--- config.mk ---
export PLATFORM = sky130hd
export DESIGN_NAME = xfade_core
export DESIGN_NICKNAME = d
export VERILOG_FILES = /design/src/hw/xfade_pkg.sv /design/src/hw/xfade_core.sv
export SDC_FILE = /design/constraint.sdc
export NUM_CORES = 2
export LEC_CHECK = 0
export BUFFER_PORTS_ARGS = -buffer_cell sky130_fd_sc_hd__buf_2
export CORE_UTILIZATION = 60
export DETAILED_ROUTE_END_ITERATION = 16
export PLACE_DENSITY = 0.83
export REMOVE_ABC_BUFFERS = 1
export SYNTH_ARGS = -nofsm -noshare
export SYNTH_HDL_FRONTEND = slang
export SYNTH_SLANG_ARGS = --single-unit
--- constraint.sdc ---
create_clock -name clk -period 157.7 [get_ports clk]
set_clock_uncertainty 0.1 [all_clocks]
set_input_delay 7.885 -clock clk [delete_from_list [all_inputs] [get_ports clk]]
set_output_delay 7.885 -clock clk [all_outputs]
set_load 0.01 [all_outputs]
--- src/hw/xfade_pkg.sv ---
// Purpose: Shared constants and types for the transform/prediction switch block.
// Assumes: 10 MHz clock, AHB-Lite register access, 16-bit samples.
// Notes:   Times are kept in microseconds; sample counts derive from the rate.
package xfade_pkg;

  // ==========================================================================
  // Register map
  // ==========================================================================
  localparam logic [7:0] ADDR_CTRL    = 8'h00;
  localparam logic [7:0] ADDR_CFG     = 8'h04;
  localparam logic [7:0] ADDR_STATUS  = 8'h08;
  localparam logic [7:0] ADDR_MEMCTL  = 8'h0C;
  localparam logic [7:0] ADDR_COUNT   = 8'h10;

  // CTRL fields.
  localparam int CTRL_START_BIT      = 0;
  localparam int CTRL_MODE_LSB       = 1;
  localparam int CTRL_PREVHQ_BIT     = 3;
  localparam int CTRL_EXTRAP_BIT     = 4;
  // CFG fields.
  localparam int CFG_RATE8K_BIT      = 0;
  localparam int CFG_RATELSB         = 1;
  localparam int CFG_SHORT_LEFT_BIT  = 4;
  localparam int CFG_SHORT_RIGHT_BIT = 5;
  localparam int CFG_OVL_MIN_BIT     = 6;
  localparam int CFG_QUARTER_BIT     = 7;
  localparam logic [31:0] CFG_RESET  = 32'h0000_0000;

  // ==========================================================================
  // Timing figures
  // ==========================================================================
  localparam int FRAME_US          = 20000;
  localparam int LTP_DELAY_US      = 250;
  localparam int XFADE_END_8K_US   = 1250;
  localparam int XFADE_END_US      = 2312; // 2.3125 ms rounded down in us.
  localparam int XFADE_END_FRAC16  = 8;    // Remaining 0.5 us in 1/16 us.
  localparam int SHORT_SLOPE_US    = 8750;
  localparam int LONG_CUT_US       = 5625;
  localparam int MIN_SLOPE_US      = 1250;

  // Output rates in kHz, index from CFG.
  localparam int RATE_KHZ [0:4] = '{8, 16, 32, 48, 12};
  localparam int CELP_KHZ_LO    = 12;  // 12.8 kHz handled as 12, so rates up to 12 kHz count as below it.

  // ==========================================================================
  // Types
  // ==========================================================================
  typedef enum logic [1:0] {
    MODE_NONE  = 2'b00,
    MODE_ONE   = 2'b01,
    MODE_TWO   = 2'b10,
    MODE_THREE = 2'b11
  } trans_mode_t;

  typedef enum logic [2:0] {
    ST_IDLE   = 3'b000,
    ST_MEMUPD = 3'b001,
    ST_HEAD   = 3'b010,
    ST_FADE   = 3'b011,
    ST_TAIL   = 3'b100
  } xf_state_t;

  typedef struct packed {
    logic        valid;
    logic [15:0] xfm;
    logic [15:0] lowrate;
    logic [15:0] pred;
    logic [15:0] alias_mem;
  } sample_in_t;

  typedef struct packed {
    logic        clear_mems;
    logic        load_fixed;
    logic        force_tc;
    logic        end_lpc_only;
    logic        refresh_lowrate;
    logic        extrapolate;
  } mem_cmd_t;

  localparam logic [15:0] SAMPLE_ZERO = 16'h0000;
  localparam logic [15:0] Q15_ONE     = 16'h7FFF;

endpackage : xfade_pkg

--- src/hw/xfade_core.sv ---
// Purpose: Frame control, window edge selection and output cross-fade for
//          switching between transform and linear-prediction synthesis.
// Assumes: Upstream stages deliver one sample per valid strobe in frame order;
//          decoder control writes mode and previous mode before each frame.
// Notes:   Arithmetic transforms live upstream; this block steers and mixes.
`timescale 1ns/1ps

// Overview of operation
// - Transient frames window each short sub-frame, then inverse DCT-IV and un-aliasing.
// - Long asymmetric window next to short symmetric window uses full overlap.
// - Long-to-short: left is long window short slope 8.75ms, right half/smallest_overlap_mode; no edge output here selects half or minimum overlap.
// - Short-to-long: left side uses half or smallest_overlap_mode overlap; no edge output here selects half or minimum overlap.
// - Short-to-long right: long slope truncated to 8.75ms, dropping last 5.625ms.
// - Last 1.25ms of truncated slope multiplied by 1.25ms smallest_overlap_mode slope.
// - Second inverse transform over lowest coefficients at prediction rate.
// - Output rate below prediction rate pads spectrum with zeros.
// - Low-rate synthesis uses same procedure, only length differs.
// - Prediction memories updated before a prediction frame after transform frame.
// - Three transition modes choose memory handling and cross-fade.
// - Mode one clears resampler, emphasis, synthesis, excitation, bass memories.
// - Mode one loads fixed coefficients, spectral lines and gain memories.
// - Mode one forces transition coding, no past adaptive codebook.
// - Mode one decodes end-of-frame coefficients only, used for all subframes.
// - Mode one: first D samples are old transform; overlap-add aliased memory.
// - Mode two refreshes memories from low-rate signal; output-rate signal out.
// - Mode two: transform, linear fade after 0.25ms, then prediction only.
// - Fade ends 1.25ms at 8kHz else 2.3125ms, in a 20ms frame.
// - Mode three resets or extrapolates memories, fades like mode one.
module xfade_core (
  input  wire logic                  clk,
  input  wire logic                  resetn,
  // AHB-Lite slave.
  input  wire logic                  hsel,
  input  wire logic [7:0]            haddr,
  input  wire logic [1:0]            htrans,
  input  wire logic                  hwrite,
  input  wire logic [2:0]            hsize,
  input  wire logic [31:0]           hwdata,
  input  wire logic                  hready,
  output logic      [31:0]           hrdata,
  output logic                       hreadyout,
  output logic                       hresp,
  // Sample stream.
  input  wire xfade_pkg::sample_in_t smp_in,
  output logic      [15:0]           smp_out,
  output logic                       smp_out_valid,
  output logic      [15:0]           lowrate_out,
  output logic                       lowrate_out_valid,
  // Memory commands and window edge controls to synthesis stages.
  output xfade_pkg::mem_cmd_t        mem_cmd,
  output logic                       mem_cmd_valid,
  output logic                       full_overlap,
  output logic                       slope_trunc,
  output logic                       slope_soften,
  output logic                       short_inv_en,
  output logic                       zero_pad_en
);

  // ==========================================================================
  // Helpers
  // ==========================================================================
  // Samples in a span of microseconds at a rate in kHz, rounded down.
  function automatic logic [15:0] us_to_n(input int us, input int khz);
    us_to_n = 16'((us * khz) / 1000);
  endfunction

  // Q15 product of a sample and a weight.
  function automatic logic [15:0] qmul(input logic [15:0] s, input logic [15:0] w);
    logic signed [31:0] p;
    p = $signed(s) * $signed({1'b0, w[14:0]});
    qmul = p[30:15];
  endfunction

  // ==========================================================================
  // Registers and bus
  // ==========================================================================
  logic [31:0] ctrl_q, ctrl_d;
  logic [31:0] cfg_q, cfg_d;
  logic [7:0]  addr_q;
  logic        wr_q;
  logic        rd_q;
  xfade_pkg::xf_state_t state_q, state_d;
  logic [15:0] n_q, n_d;
  logic [15:0] frames_q;
  xfade_pkg::trans_mode_t mode_q;
  logic        prev_hq_q;

  wire         bus_req   = hsel & hready & htrans[1];
  wire         wr_ctrl   = wr_q & (addr_q == xfade_pkg::ADDR_CTRL);
  wire         wr_cfg    = wr_q & (addr_q == xfade_pkg::ADDR_CFG);
  wire         start     = wr_ctrl & hwdata[xfade_pkg::CTRL_START_BIT];
  wire [1:0]   mode_w    = ctrl_q[xfade_pkg::CTRL_MODE_LSB +: 2];
  wire         rate8k    = cfg_q[xfade_pkg::CFG_RATE8K_BIT];
  wire [2:0]   rate_idx  = cfg_q[xfade_pkg::CFG_RATELSB +: 3];
  wire         busy      = (state_q != xfade_pkg::ST_IDLE);

  // Output rate in kHz from the configured index.
  wire [15:0]  rate_khz  = (rate_idx > 3'd4) ? 16'd16 : 16'(xfade_pkg::RATE_KHZ[rate_idx]);
  wire [15:0]  d_ltp     = 16'((32'(xfade_pkg::LTP_DELAY_US) * rate_khz) / 1000);
  wire [15:0]  d_end     = rate8k ? us_to_n(xfade_pkg::XFADE_END_8K_US, 8)
                         : 16'(((32'(xfade_pkg::XFADE_END_US) * 16 + xfade_pkg::XFADE_END_FRAC16)
                                * rate_khz) / 16000);
  wire [15:0]  n_frame   = 16'((32'(xfade_pkg::FRAME_US) * rate_khz) / 1000);

  always_ff @(posedge clk or negedge resetn) begin
    if (!resetn) begin
      addr_q <= 8'h00;
      wr_q   <= 1'b0;
      rd_q   <= 1'b0;
      ctrl_q <= 32'h0000_0000;
      cfg_q  <= xfade_pkg::CFG_RESET;
    end else begin
      addr_q <= bus_req ? haddr : addr_q;
      wr_q   <= bus_req & hwrite;
      rd_q   <= bus_req & ~hwrite;
      ctrl_q <= ctrl_d;
      cfg_q  <= cfg_d;
    end
  end

  // Start self-clears; writes while a frame runs are ignored so the mode
  // cannot change halfway through a cross-fade.
  assign ctrl_d = (wr_ctrl & ~busy) ? {hwdata[31:1], 1'b0} : ctrl_q;
  assign cfg_d  = (wr_cfg & ~busy) ? hwdata : cfg_q;

  wire [31:0] status_w = {13'h0000, state_q, frames_q};
  assign hrdata    = ~rd_q ? 32'h0000_0000
                   : (addr_q == xfade_pkg::ADDR_CTRL)   ? ctrl_q
                   : (addr_q == xfade_pkg::ADDR_CFG)    ? cfg_q
                   : (addr_q == xfade_pkg::ADDR_STATUS) ? status_w
                   : (addr_q == xfade_pkg::ADDR_MEMCTL) ? {26'h0, mem_cmd}
                   : (addr_q == xfade_pkg::ADDR_COUNT)  ? {16'h0000, n_q}
                   : 32'h0000_0000;
  assign hreadyout = 1'b1;
  assign hresp     = 1'b0;

  // ==========================================================================
  // Window edge steering
  // ==========================================================================
  wire long_left  = ~cfg_q[xfade_pkg::CFG_SHORT_LEFT_BIT];
  wire long_right = ~cfg_q[xfade_pkg::CFG_SHORT_RIGHT_BIT];
  wire short_any  = cfg_q[xfade_pkg::CFG_SHORT_LEFT_BIT] | cfg_q[xfade_pkg::CFG_SHORT_RIGHT_BIT];

  assign short_inv_en = short_any;
  // A long neighbour of a short block takes the full overlap edge.
  assign full_overlap = short_any & (long_left | long_right);
  // Short-to-long: cut long slope to 8.75 ms and soften last 1.25 ms.
  assign slope_trunc  = cfg_q[xfade_pkg::CFG_SHORT_LEFT_BIT] & long_right;
  assign slope_soften = slope_trunc;
  // Output below prediction rate needs zero coefficients in the low-rate pass.
  // The prediction rate of 12.8 kHz is kept as 12, so a 12 kHz output is still below it.
  assign zero_pad_en  = (rate_khz <= 16'(xfade_pkg::CELP_KHZ_LO));

  // ==========================================================================
  // Frame sequencer
  // ==========================================================================
  always_comb begin
    state_d = state_q;
    n_d     = n_q;
    case (state_q)
      xfade_pkg::ST_IDLE: begin
        n_d = 16'h0000;
        if (start && hwdata[xfade_pkg::CTRL_MODE_LSB +: 2] != 2'b00) begin
          state_d = xfade_pkg::ST_MEMUPD;
        end
      end
      xfade_pkg::ST_MEMUPD: begin
        state_d = xfade_pkg::ST_HEAD;
      end
      xfade_pkg::ST_HEAD, xfade_pkg::ST_FADE, xfade_pkg::ST_TAIL: begin
        if (smp_in.valid) begin
          n_d = n_q + 16'h0001;
          if (n_d >= n_frame) begin
            state_d = xfade_pkg::ST_IDLE;
          end else if (n_d >= d_end) begin
            state_d = xfade_pkg::ST_TAIL;
          end else if (n_d >= d_ltp) begin
            state_d = xfade_pkg::ST_FADE;
          end
        end
      end
      default: state_d = xfade_pkg::ST_IDLE;
    endcase
  end

  always_ff @(posedge clk or negedge resetn) begin
    if (!resetn) begin
      state_q   <= xfade_pkg::ST_IDLE;
      n_q       <= 16'h0000;
      frames_q  <= 16'h0000;
      mode_q    <= xfade_pkg::MODE_NONE;
      prev_hq_q <= 1'b0;
    end else begin
      state_q   <= state_d;
      n_q       <= n_d;
      frames_q  <= (busy && state_d == xfade_pkg::ST_IDLE) ? frames_q + 16'h0001 : frames_q;
      // Take the mode from the value being written, so the start write itself sets it.
      mode_q    <= (state_q == xfade_pkg::ST_IDLE) ? xfade_pkg::trans_mode_t'(ctrl_d[xfade_pkg::CTRL_MODE_LSB +: 2])
                                                   : mode_q;
      prev_hq_q <= (state_q == xfade_pkg::ST_IDLE) ? ctrl_d[xfade_pkg::CTRL_PREVHQ_BIT] : prev_hq_q;
    end
  end

  // ==========================================================================
  // Memory handling per mode
  // ==========================================================================
  wire m1 = (mode_q == xfade_pkg::MODE_ONE);
  wire m2 = (mode_q == xfade_pkg::MODE_TWO);
  wire m3 = (mode_q == xfade_pkg::MODE_THREE);
  wire ex = ctrl_q[xfade_pkg::CTRL_EXTRAP_BIT];
  xfade_pkg::mem_cmd_t mem_cmd_d;

  always_comb begin
    mem_cmd_d                 = '0;
    mem_cmd_d.clear_mems      = m1 | (m3 & ~ex);
    mem_cmd_d.load_fixed      = m1 | (m3 & ~ex);
    mem_cmd_d.force_tc        = m1;
    mem_cmd_d.end_lpc_only    = m1;
    mem_cmd_d.refresh_lowrate = m2;
    mem_cmd_d.extrapolate     = m3 & ex;
  end

  always_ff @(posedge clk or negedge resetn) begin
    if (!resetn) begin
      mem_cmd       <= '0;
      mem_cmd_valid <= 1'b0;
    end else begin
      mem_cmd       <= (state_q == xfade_pkg::ST_MEMUPD) ? mem_cmd_d : mem_cmd;
      mem_cmd_valid <= (state_q == xfade_pkg::ST_MEMUPD);
    end
  end

  // ==========================================================================
  // Output mixing
  // ==========================================================================
  // Linear weight (n - d_ltp) / (end - d_ltp) in Q15.
  wire [15:0] span   = (d_end > d_ltp) ? (d_end - d_ltp) : 16'h0001;
  wire [15:0] pos    = (n_q > d_ltp) ? (n_q - d_ltp) : 16'h0000;
  wire [31:0] w_num  = {1'b0, pos[14:0], 16'h0000} >> 1;
  wire [15:0] w_pred = 16'(w_num / {16'h0000, span});
  wire [15:0] w_xfm  = xfade_pkg::Q15_ONE - w_pred;
  wire [15:0] fade_s = qmul(smp_in.xfm, w_xfm) + qmul(smp_in.pred, w_pred);
  // Unweighted aliased memory is added as is, no window compensation.
  wire [15:0] ola_s  = smp_in.alias_mem + smp_in.pred;
  wire        head   = (state_q == xfade_pkg::ST_HEAD);
  wire        fade   = (state_q == xfade_pkg::ST_FADE);
  wire        m1_ola = m1 | m3;
  wire [15:0] mix_s  = m2 ? (head ? smp_in.xfm : fade ? fade_s : smp_in.pred)
                     : m1_ola ? ((head | fade) ? smp_in.xfm : ola_s)
                     : smp_in.xfm;
  wire        run    = (state_q == xfade_pkg::ST_HEAD) | fade | (state_q == xfade_pkg::ST_TAIL);

  always_ff @(posedge clk or negedge resetn) begin
    if (!resetn) begin
      smp_out           <= xfade_pkg::SAMPLE_ZERO;
      smp_out_valid     <= 1'b0;
      lowrate_out       <= xfade_pkg::SAMPLE_ZERO;
      lowrate_out_valid <= 1'b0;
    end else begin
      smp_out           <= (run & smp_in.valid) ? mix_s : smp_out;
      smp_out_valid     <= run & smp_in.valid;
      // Low-rate pass uses the same window and transform, only shorter.
      lowrate_out       <= (run & smp_in.valid) ? smp_in.lowrate : lowrate_out;
      lowrate_out_valid <= run & smp_in.valid & m2;
    end
  end

endmodule // xfade_core

Word level (Yosys, flattened, before mapping)
Memories as Yosys holds them, arrays and structs flattened.
Cells that the tools add are included.
{"block": "totals", "reg_bits": 149, "latchBits": 0, "mem_bits_rw": 0, "mem_bits_ro": 256, "wordCells": 119, "in_bits": 115, "memories": 1}
{"block": "op_classes", "shifts": 0, "n_eq_ne": 12, "n_bitwise": 27, "multipliers": 5, "n_lt_le_gt_ge": 8, "n_mux": 26, "add_sub_neg": 7, "n_reduce_logical": 10, "n_div": 4}
{"name": "(no name shown)", "words": 8, "width": 32, "read_ports": 1, "rd_clocked_by_memory_dff": 0, "write_ports": 0, "line_no": "xfade_core.sv:98", "rtl": "wire [15:0] rate_khz = (rate_idx > 3'd4) ? 16'd16 : 16'(xfade_pkg::RATE_KHZ[rate_idx]);"}
{"operator": "16-bit 2-to-1 mux", "n": 13}
{"operator": "32-bit 2-to-1 mux", "n": 3}
{"operator": "16-bit by 16-bit multiplier with 31-bit output", "n": 2}
{"operator": "16-bit >= comparator", "n": 3}
{"operator": "16-bit by 1-bit adder with 16-bit output (second input constant)", "n": 2}
{"operator": "16-bit adder", "n": 2}
{"operator": "24-bit by 10-bit divider with 32-bit output (second input constant)", "n": 1}
{"operator": "30-bit by 16-bit divider with 32-bit output", "n": 1}
{"operator": "31-bit by 10-bit divider with 32-bit output (second input constant)", "n": 1}
{"operator": "32-bit by 14-bit divider with 32-bit output (second input constant)", "n": 1}
{"operator": "16-bit greater-than comparator", "n": 2}
{"operator": "16-bit case mux with 2 select lines", "n": 1}
{"operator": "13-bit by 16-bit multiplier with 29-bit output (first input constant)", "n": 1}
{"operator": "10-bit by 16-bit multiplier with 26-bit output (first input constant)", "n": 1}
{"operator": "7-bit by 16-bit multiplier with 23-bit output (first input constant)", "n": 1}
{"operator": "19-bit 2-to-1 mux", "n": 1}
{"operator": "3-bit 2-to-1 mux", "n": 6}
{"operator": "8-bit by 4-bit equality test with 1-bit output (second input constant)", "n": 2}
{"operator": "16-bit by 4-bit less-or-equal comparator with 1-bit output (second input constant)", "n": 1}
{"operator": "16-bit subtractor", "n": 1}
{"operator": "1-bit AND", "n": 15}
{"operator": "15-bit 2-to-1 mux", "n": 1}
{"operator": "15-bit subtractor", "n": 1}
{"operator": "15-bit subtractor (first input constant)", "n": 1}
{"operator": "other kinds (21)", "n": 35}

Longest topological paths before layout
{"block": "logic_depth", "word_depth": 17, "ltp_mapped": 535, "mapped_depth_nobuf": 490}

Worst setup path after synthesis
OpenSTA, ideal clock, no wires.
{"block": "synth_path", "path_type": "register -> register", "from": "reg cfg_q[3]", "to": "reg smp_out[15]", "slack_ns": 64.231, "arrival_ns": 93.277, "setup_ns": 0.092, "t_required_ns": 157.508, "n_path_buf": 54, "path_stages_with_launch": 503, "cell_sequence": "dfrtp_1 > clkbuf_1 > or2_2 > clkbuf_1 > inv_1 > nor2_1 > ha_1 > inv_1 > fa_1 > fa_1 > inv_1 > ha_1 > ha_1 > a31oi_1 > nor2b_1 > o21ai_0 > nand2b_1 > a21o_1 > [467 not listed] > a21o_1 > a21o_1 > a21oi_1 > o21bai_1 > a21oi_1 > o21bai_1 > a21oi_1 > o21bai_1 > a21oi_1 > o21bai_1 > a21oi_1 > o21bai_1 > a21oi_1 > xnor2_1 > xnor2_1 > xnor2_2 > xnor2_1 > o31ai_2"}
{"block": "synth_between", "elab_chain_cells": 17, "elab_cells_between_ends": 25}
{"element": "start: declaration", "line_no": "xfade_core.sv:78", "rtl": "logic [31:0] cfg_q, cfg_d;"}
{"element": "start signal: assignment", "line_no": "xfade_core.sv:111", "rtl": "cfg_q <= xfade_pkg::CFG_RESET;"}
{"element": "start signal: assignment", "line_no": "xfade_core.sv:117", "rtl": "cfg_q <= cfg_d;"}
{"element": "3-bit NOT with 4-bit output (implied by the code)", "line_no": "xfade_core.sv:98"}
{"element": "memory 8 x 32 bit"}
{"element": "16-bit 2-to-1 mux (implied by the code) (2 in series)", "line_no": "xfade_core.sv:98"}
{"element": "16-bit 2-to-1 mux (*)", "line_no": "xfade_core.sv:98"}
{"element": "13-bit by 16-bit multiplier with 29-bit output", "line_no": "xfade_core.sv:102", "rtl": "* rate_khz) / 16000);"}
{"element": "32-bit by 14-bit divider with 32-bit output", "line_no": "xfade_core.sv:102"}
{"element": "16-bit 2-to-1 mux", "line_no": "xfade_core.sv:100", "rtl": "wire [15:0] d_end = rate8k ? us_to_n(xfade_pkg::XFADE_END_8K_US, 8)"}
{"element": "16-bit subtractor or 16-bit greater-than comparator (tied branches)", "line_no": "xfade_core.sv:237", "rtl": "wire [15:0] span = (d_end > d_ltp) ? (d_end - d_ltp) : 16'h0001;"}
{"element": "16-bit 2-to-1 mux", "line_no": "xfade_core.sv:237"}
{"element": "30-bit by 16-bit divider with 32-bit output (*)", "line_no": "xfade_core.sv:240", "rtl": "wire [15:0] w_pred = 16'(w_num / {16'h0000, span});"}
{"element": "15-bit subtractor", "line_no": "xfade_core.sv:241", "rtl": "wire [15:0] w_xfm = xfade_pkg::Q15_ONE - w_pred;"}
{"element": "16-bit by 16-bit multiplier with 31-bit output", "line_no": "xfade_core.sv:70", "rtl": "p = $signed(s) * $signed({1'b0, w[14:0]});"}
{"element": "16-bit adder (*)", "line_no": "xfade_core.sv:242", "rtl": "wire [15:0] fade_s = qmul(smp_in.xfm, w_xfm) + qmul(smp_in.pred, w_pred);"}
{"element": "16-bit 2-to-1 mux (*) (3 in series)", "line_no": "xfade_core.sv:248", "rtl": "wire [15:0] mix_s = m2 ? (head ? smp_in.xfm : fade ? fade_s : smp_in.pred)"}
{"element": "end signal: assignment", "line_no": "xfade_core.sv:255", "rtl": "smp_out <= xfade_pkg::SAMPLE_ZERO;"}
{"element": "end signal: assignment", "line_no": "xfade_core.sv:260", "rtl": "smp_out <= (run & smp_in.valid) ? mix_s : smp_out;"}
{"element": "end: declaration", "line_no": "xfade_core.sv:45", "rtl": "output logic [15:0] smp_out,"}
Every way passes the cells marked *; elsewhere a longest branch is shown, timed or not. The select of a mux whose other input is x is not followed.
A chain may end at the register's enable or synchronous reset.

Worst setup path in the final report
Ends and elaborated chain as after synthesis.

==> results <==
- The flip-flop and latch count after synthesis is 149.
- The max-slew violation total from the final report is 26.
- The final count of hold timing violations is 0.
- At the pin with the least slew margin, the transition time is 3.756 ns.
- The ratio of final minimum period to clock period is 0.7071.
- The number of flops mapped to enable cells by yosys is 0.
- The initial antenna violation count is 6.
- The kind of cell with the highest combined delay on the critical path is compound AO/OA/AOI/OAI gates.
- The maximum number of pins on one net before global-route repair is 85.
- The path class of the tightest hold or removal check is flip-flop to flip-flop.
- Yosys instantiated no cell more often than inv_1.
- The multi-input gate area in the final layout is 0.04744 sq mm.
- After detailed placement, the total cell area comes to 0.05688 sq mm.
- The number of buffers created by CTS is 17.
- The largest total area in the synthesized netlist belongs to fa_1.
- The storage element area is 0.003729 sq mm.
- The total of endpoints with negative setup slack in the final report is 0.
- Counting the fill cells in the layout gives 7,612.
- The routed length per placed instance is 19.62 microns.
- TritonCTS built the clock tree.
- The number of placed instances, taps included is 8,245.
- Counting every sink on the clock net gives 149.
- The most frequent cell on the critical path is a21oi_1.
- The combined buffer and inverter count along the critical path is 36.
- The layout overhead on the synthesized area is 4.526%.
- For this run, the slowest stage of the critical path takes 0.80 ns.
- Setup repair after global routing left no endpoint under its margin.
- The worst path arrival time is 111.71 ns.
- The endpoint required time on the critical path is 157.90 ns.
- The final reports fail on max-slew violations.
- In the synthesized netlist, the number of instances is 7,021.
- The number of setup buffers added after CTS is 0.
- During placement, the flow inserted port buffers numbering 188.
- The ratio of routed vias to standard cells is 6.317.
- The slowest stage cell on the critical path is a2111oi_0.
- After synthesis, the most frequently instantiated cells are inv_1, nand2_1, ha_1.
- The synthesized netlist occupies a cell area of 0.05504 sq mm.
- The number of gates given a new drive strength after cts is 0.
- After clock tree synthesis, the clock-pin slew on the worst setup and hold paths is 0.07 ns.
- The total area inside the core boundary comes to 0.09042 sq mm.
- The H-tree was split into 4 levels.
- The DRC marker count from the first detailed-route iteration is 4,311.
- The area share of the largest cell type after synthesis is 0.1790.
- Derived from the worst setup path, the maximum achievable clock frequency is 8.968 MHz.
- The DRC violations left is 0.
- The post-route cell area is 0.05753 sq mm.
- The routed design has 162,500 microns of wire.
- The net count of the finished layout is 8,348.
- The final standard cell count with taps included and fillers excluded is 8,281.
- The number of maximum-capacitance constraint violations is 0.
- Global routing finished with a remaining overflow of 0.
- The async set-or-reset flop fraction in the synthesized netlist is 1.000.
- The startpoint kind of the worst setup timing path is a flip-flop.
- The number of global-route vias before repair is 52,000.
- At the later pin of the worst-skew pair, clock insertion delay measures 0.43 ns.
- For this configuration, the core starts out at a cell density of 0.6086.
- The post-route worst hold slack is 0.3725 ns.
- The time the final worst path needs with I/O delays and setup is 111.50 ns.
- The initialized floorplan defines 110 standard-cell rows.
- Adding up every negative setup slack in the final design gives 0 ns.
- Along the worst path, the maximum fanout reaches 55.
- Yosys attributes the largest share of cell area to fa_1, ha_1, dfrtp_1, inv_1, nand2_1.
- The fraction of final layout cells with drive strength greater than 1 is 0.08816.
- The synthesized area per cell is 7.839 sq um.
- In this run the count of I/O pins placed on the die edge is 195.
- The die area is 0.09294 sq mm.
- The placed wire-length estimate after detailed placement is 128,800 microns.
- The congestion estimate from routability-driven global placement came to 0.9601.
- Measured along the y axis, the die boundary spans 304.9 microns.
- The detail route stage leaves a number of antenna-violating nets equal to 0.
- The most used flip-flop cell after synthesis is dfrtp_1.
- The first global-routing pass estimated 264,800 microns of wire.
- The count of unique library cells instantiated by Yosys is 146.
- The critical path in this run is classified as flip-flop to flip-flop.
- For this run, the register share of the synthesized area comes to 0.06775.
- The die outline width is 304.9 microns.
- The max-slew headroom at the worst pin is -1.521.
- The flow ran to the end, but the final reports show violations.
- The hold buffer count at CTS is 0.
- The number of warning messages in the yosys log is 0.
- Across every metal layer, demand over resource in global routing totals 0.3462.
- The pre-antenna-repair detailed-routing pass consisted of 8 iterations.
- The kind of capture point of the worst setup path is a flip-flop.
- The clock root buffer is clkbuf_16.
- The clock passes through at most 2 buffers.
- Across all layers, the routed design uses 52,310 vias.
-- state kept, by name (all words and copies together), names as in the netlist --
name and cells:
addr_q 8, cfg_q 32, ctrl_q 31, frames_q 16, lowrate_out 16, lowrate_out_valid 1
mem_cmd 4, mem_cmd_valid 1, mode_q 2, n_q 16, rd_q 1, smp_out 16
smp_out_valid 1, state_q 3, wr_q 1
-- metrics by stage --
stage / worst slack, ns / util
after floorplan: 60.31 / -
after global placement: 51.16 / 0.6291
after detailed placement: 49.05 / 0.6291
after CTS: 48.65 / 0.6361
after global routing: 39.10 / 0.6361
final: 46.20 / 0.6362
-- routing by layer --
layer,vias to the layer above,global-route usage,share of wire
met3,535,0.04610,0.087
met2,2317,0.5887,0.47
met5,-,0,0.000080
met1,25070,0.4388,0.39
met4,2,0.1495,0.048
li1,24390,-,-
-- cell type report --
cell class,count,area share
multi-input combinational,5922,0.8247
sequential,149,0.06482
inverter,742,0.04842
tap,1176,0.02558
timing repair buffer,256,0.02534
clock buffer,17,0.007395
clock inverter,15,0.003610
antenna,4,0.0001740
-- logic make-up (layout without fill, tap and decap cells) --
kind of cell | Yosys count | in the layout | synth area share
AO/OA/AOI/OAI | 1704 | 1704 | 0.2050
XOR/XNOR | 433 | 433 | 0.06952
other | 2 | 73 | 0.0001365
adder cells (fa/ha/maj) | 1145 | 1145 | 0.3274
multiplexers | 214 | 214 | 0.04226
flip-flops | 149 | 149 | 0.06775
buffers and inverters | 1017 | 1030 | 0.07543
AND/OR/NAND/NOR | 2357 | 2357 | 0.2125
-- tightest hold or removal path: cells and delay by family, from the launching register on --
family / cells / cell delay, ns
simple gates: 2 / 0.11
flops: 1 / 0.34
-- layout by cell type (no fill, tap or decap), types with 23 or more instances in the layout --
master	netlist	final
nand3_1	108	108
o22ai_1	28	28
a31oi_1	47	47
a211oi_1	37	37
xnor2_1	293	293
conb_1	2	69
nor4_1	40	40
a21oi_1	506	505
a21o_1	137	137
nor2b_1	94	94
o21a_1	97	97
a31o_2	28	28
nand4_1	77	77
buf_4	47	68
and3_1	116	116
o31ai_1	44	44
ha_1	653	653
and2_1	172	172
o21bai_1	92	92
xor2_1	137	137
nand2b_1	105	104
o211ai_1	58	58
mux2_2	147	147
or2_2	29	29
nor3_1	122	121
inv_1	737	736
or3_1	70	70
a22oi_1	23	23
nor2_1	542	537
fa_1	492	492
dfrtp_1	149	149
nand2_1	727	726
o21ai_0	320	320
buf_2	21	187
mux2i_1	67	67
-- final timing paths --
path | start | end | slack, ns | depth (start not counted)
worst max-delay path | cfg_q[3]$_DFFE_PN0P_ | smp_out[15]$_DFFE_PN0P_ | 46.20 | 463
worst min-delay path | lowrate_out[5]$_DFFE_PN0P_ | lowrate_out[5]$_DFFE_PN0P_ | 0.37 | 2
worst max register to register | cfg_q[3]$_DFFE_PN0P_ | smp_out[15]$_DFFE_PN0P_ | 46.20 | 463
worst min register to register | lowrate_out[5]$_DFFE_PN0P_ | lowrate_out[5]$_DFFE_PN0P_ | 0.37 | 2
max in group asynchronous | resetn | frames_q[5]$_DFFE_PN0P_ | 148.63 | 2
min in group asynchronous | resetn | lowrate_out[12]$_DFFE_PN0P_ | 7.35 | 1
Power is not shown: default switching activity piles up to over one toggle a cycle in this logic, so the estimate is an artifact.
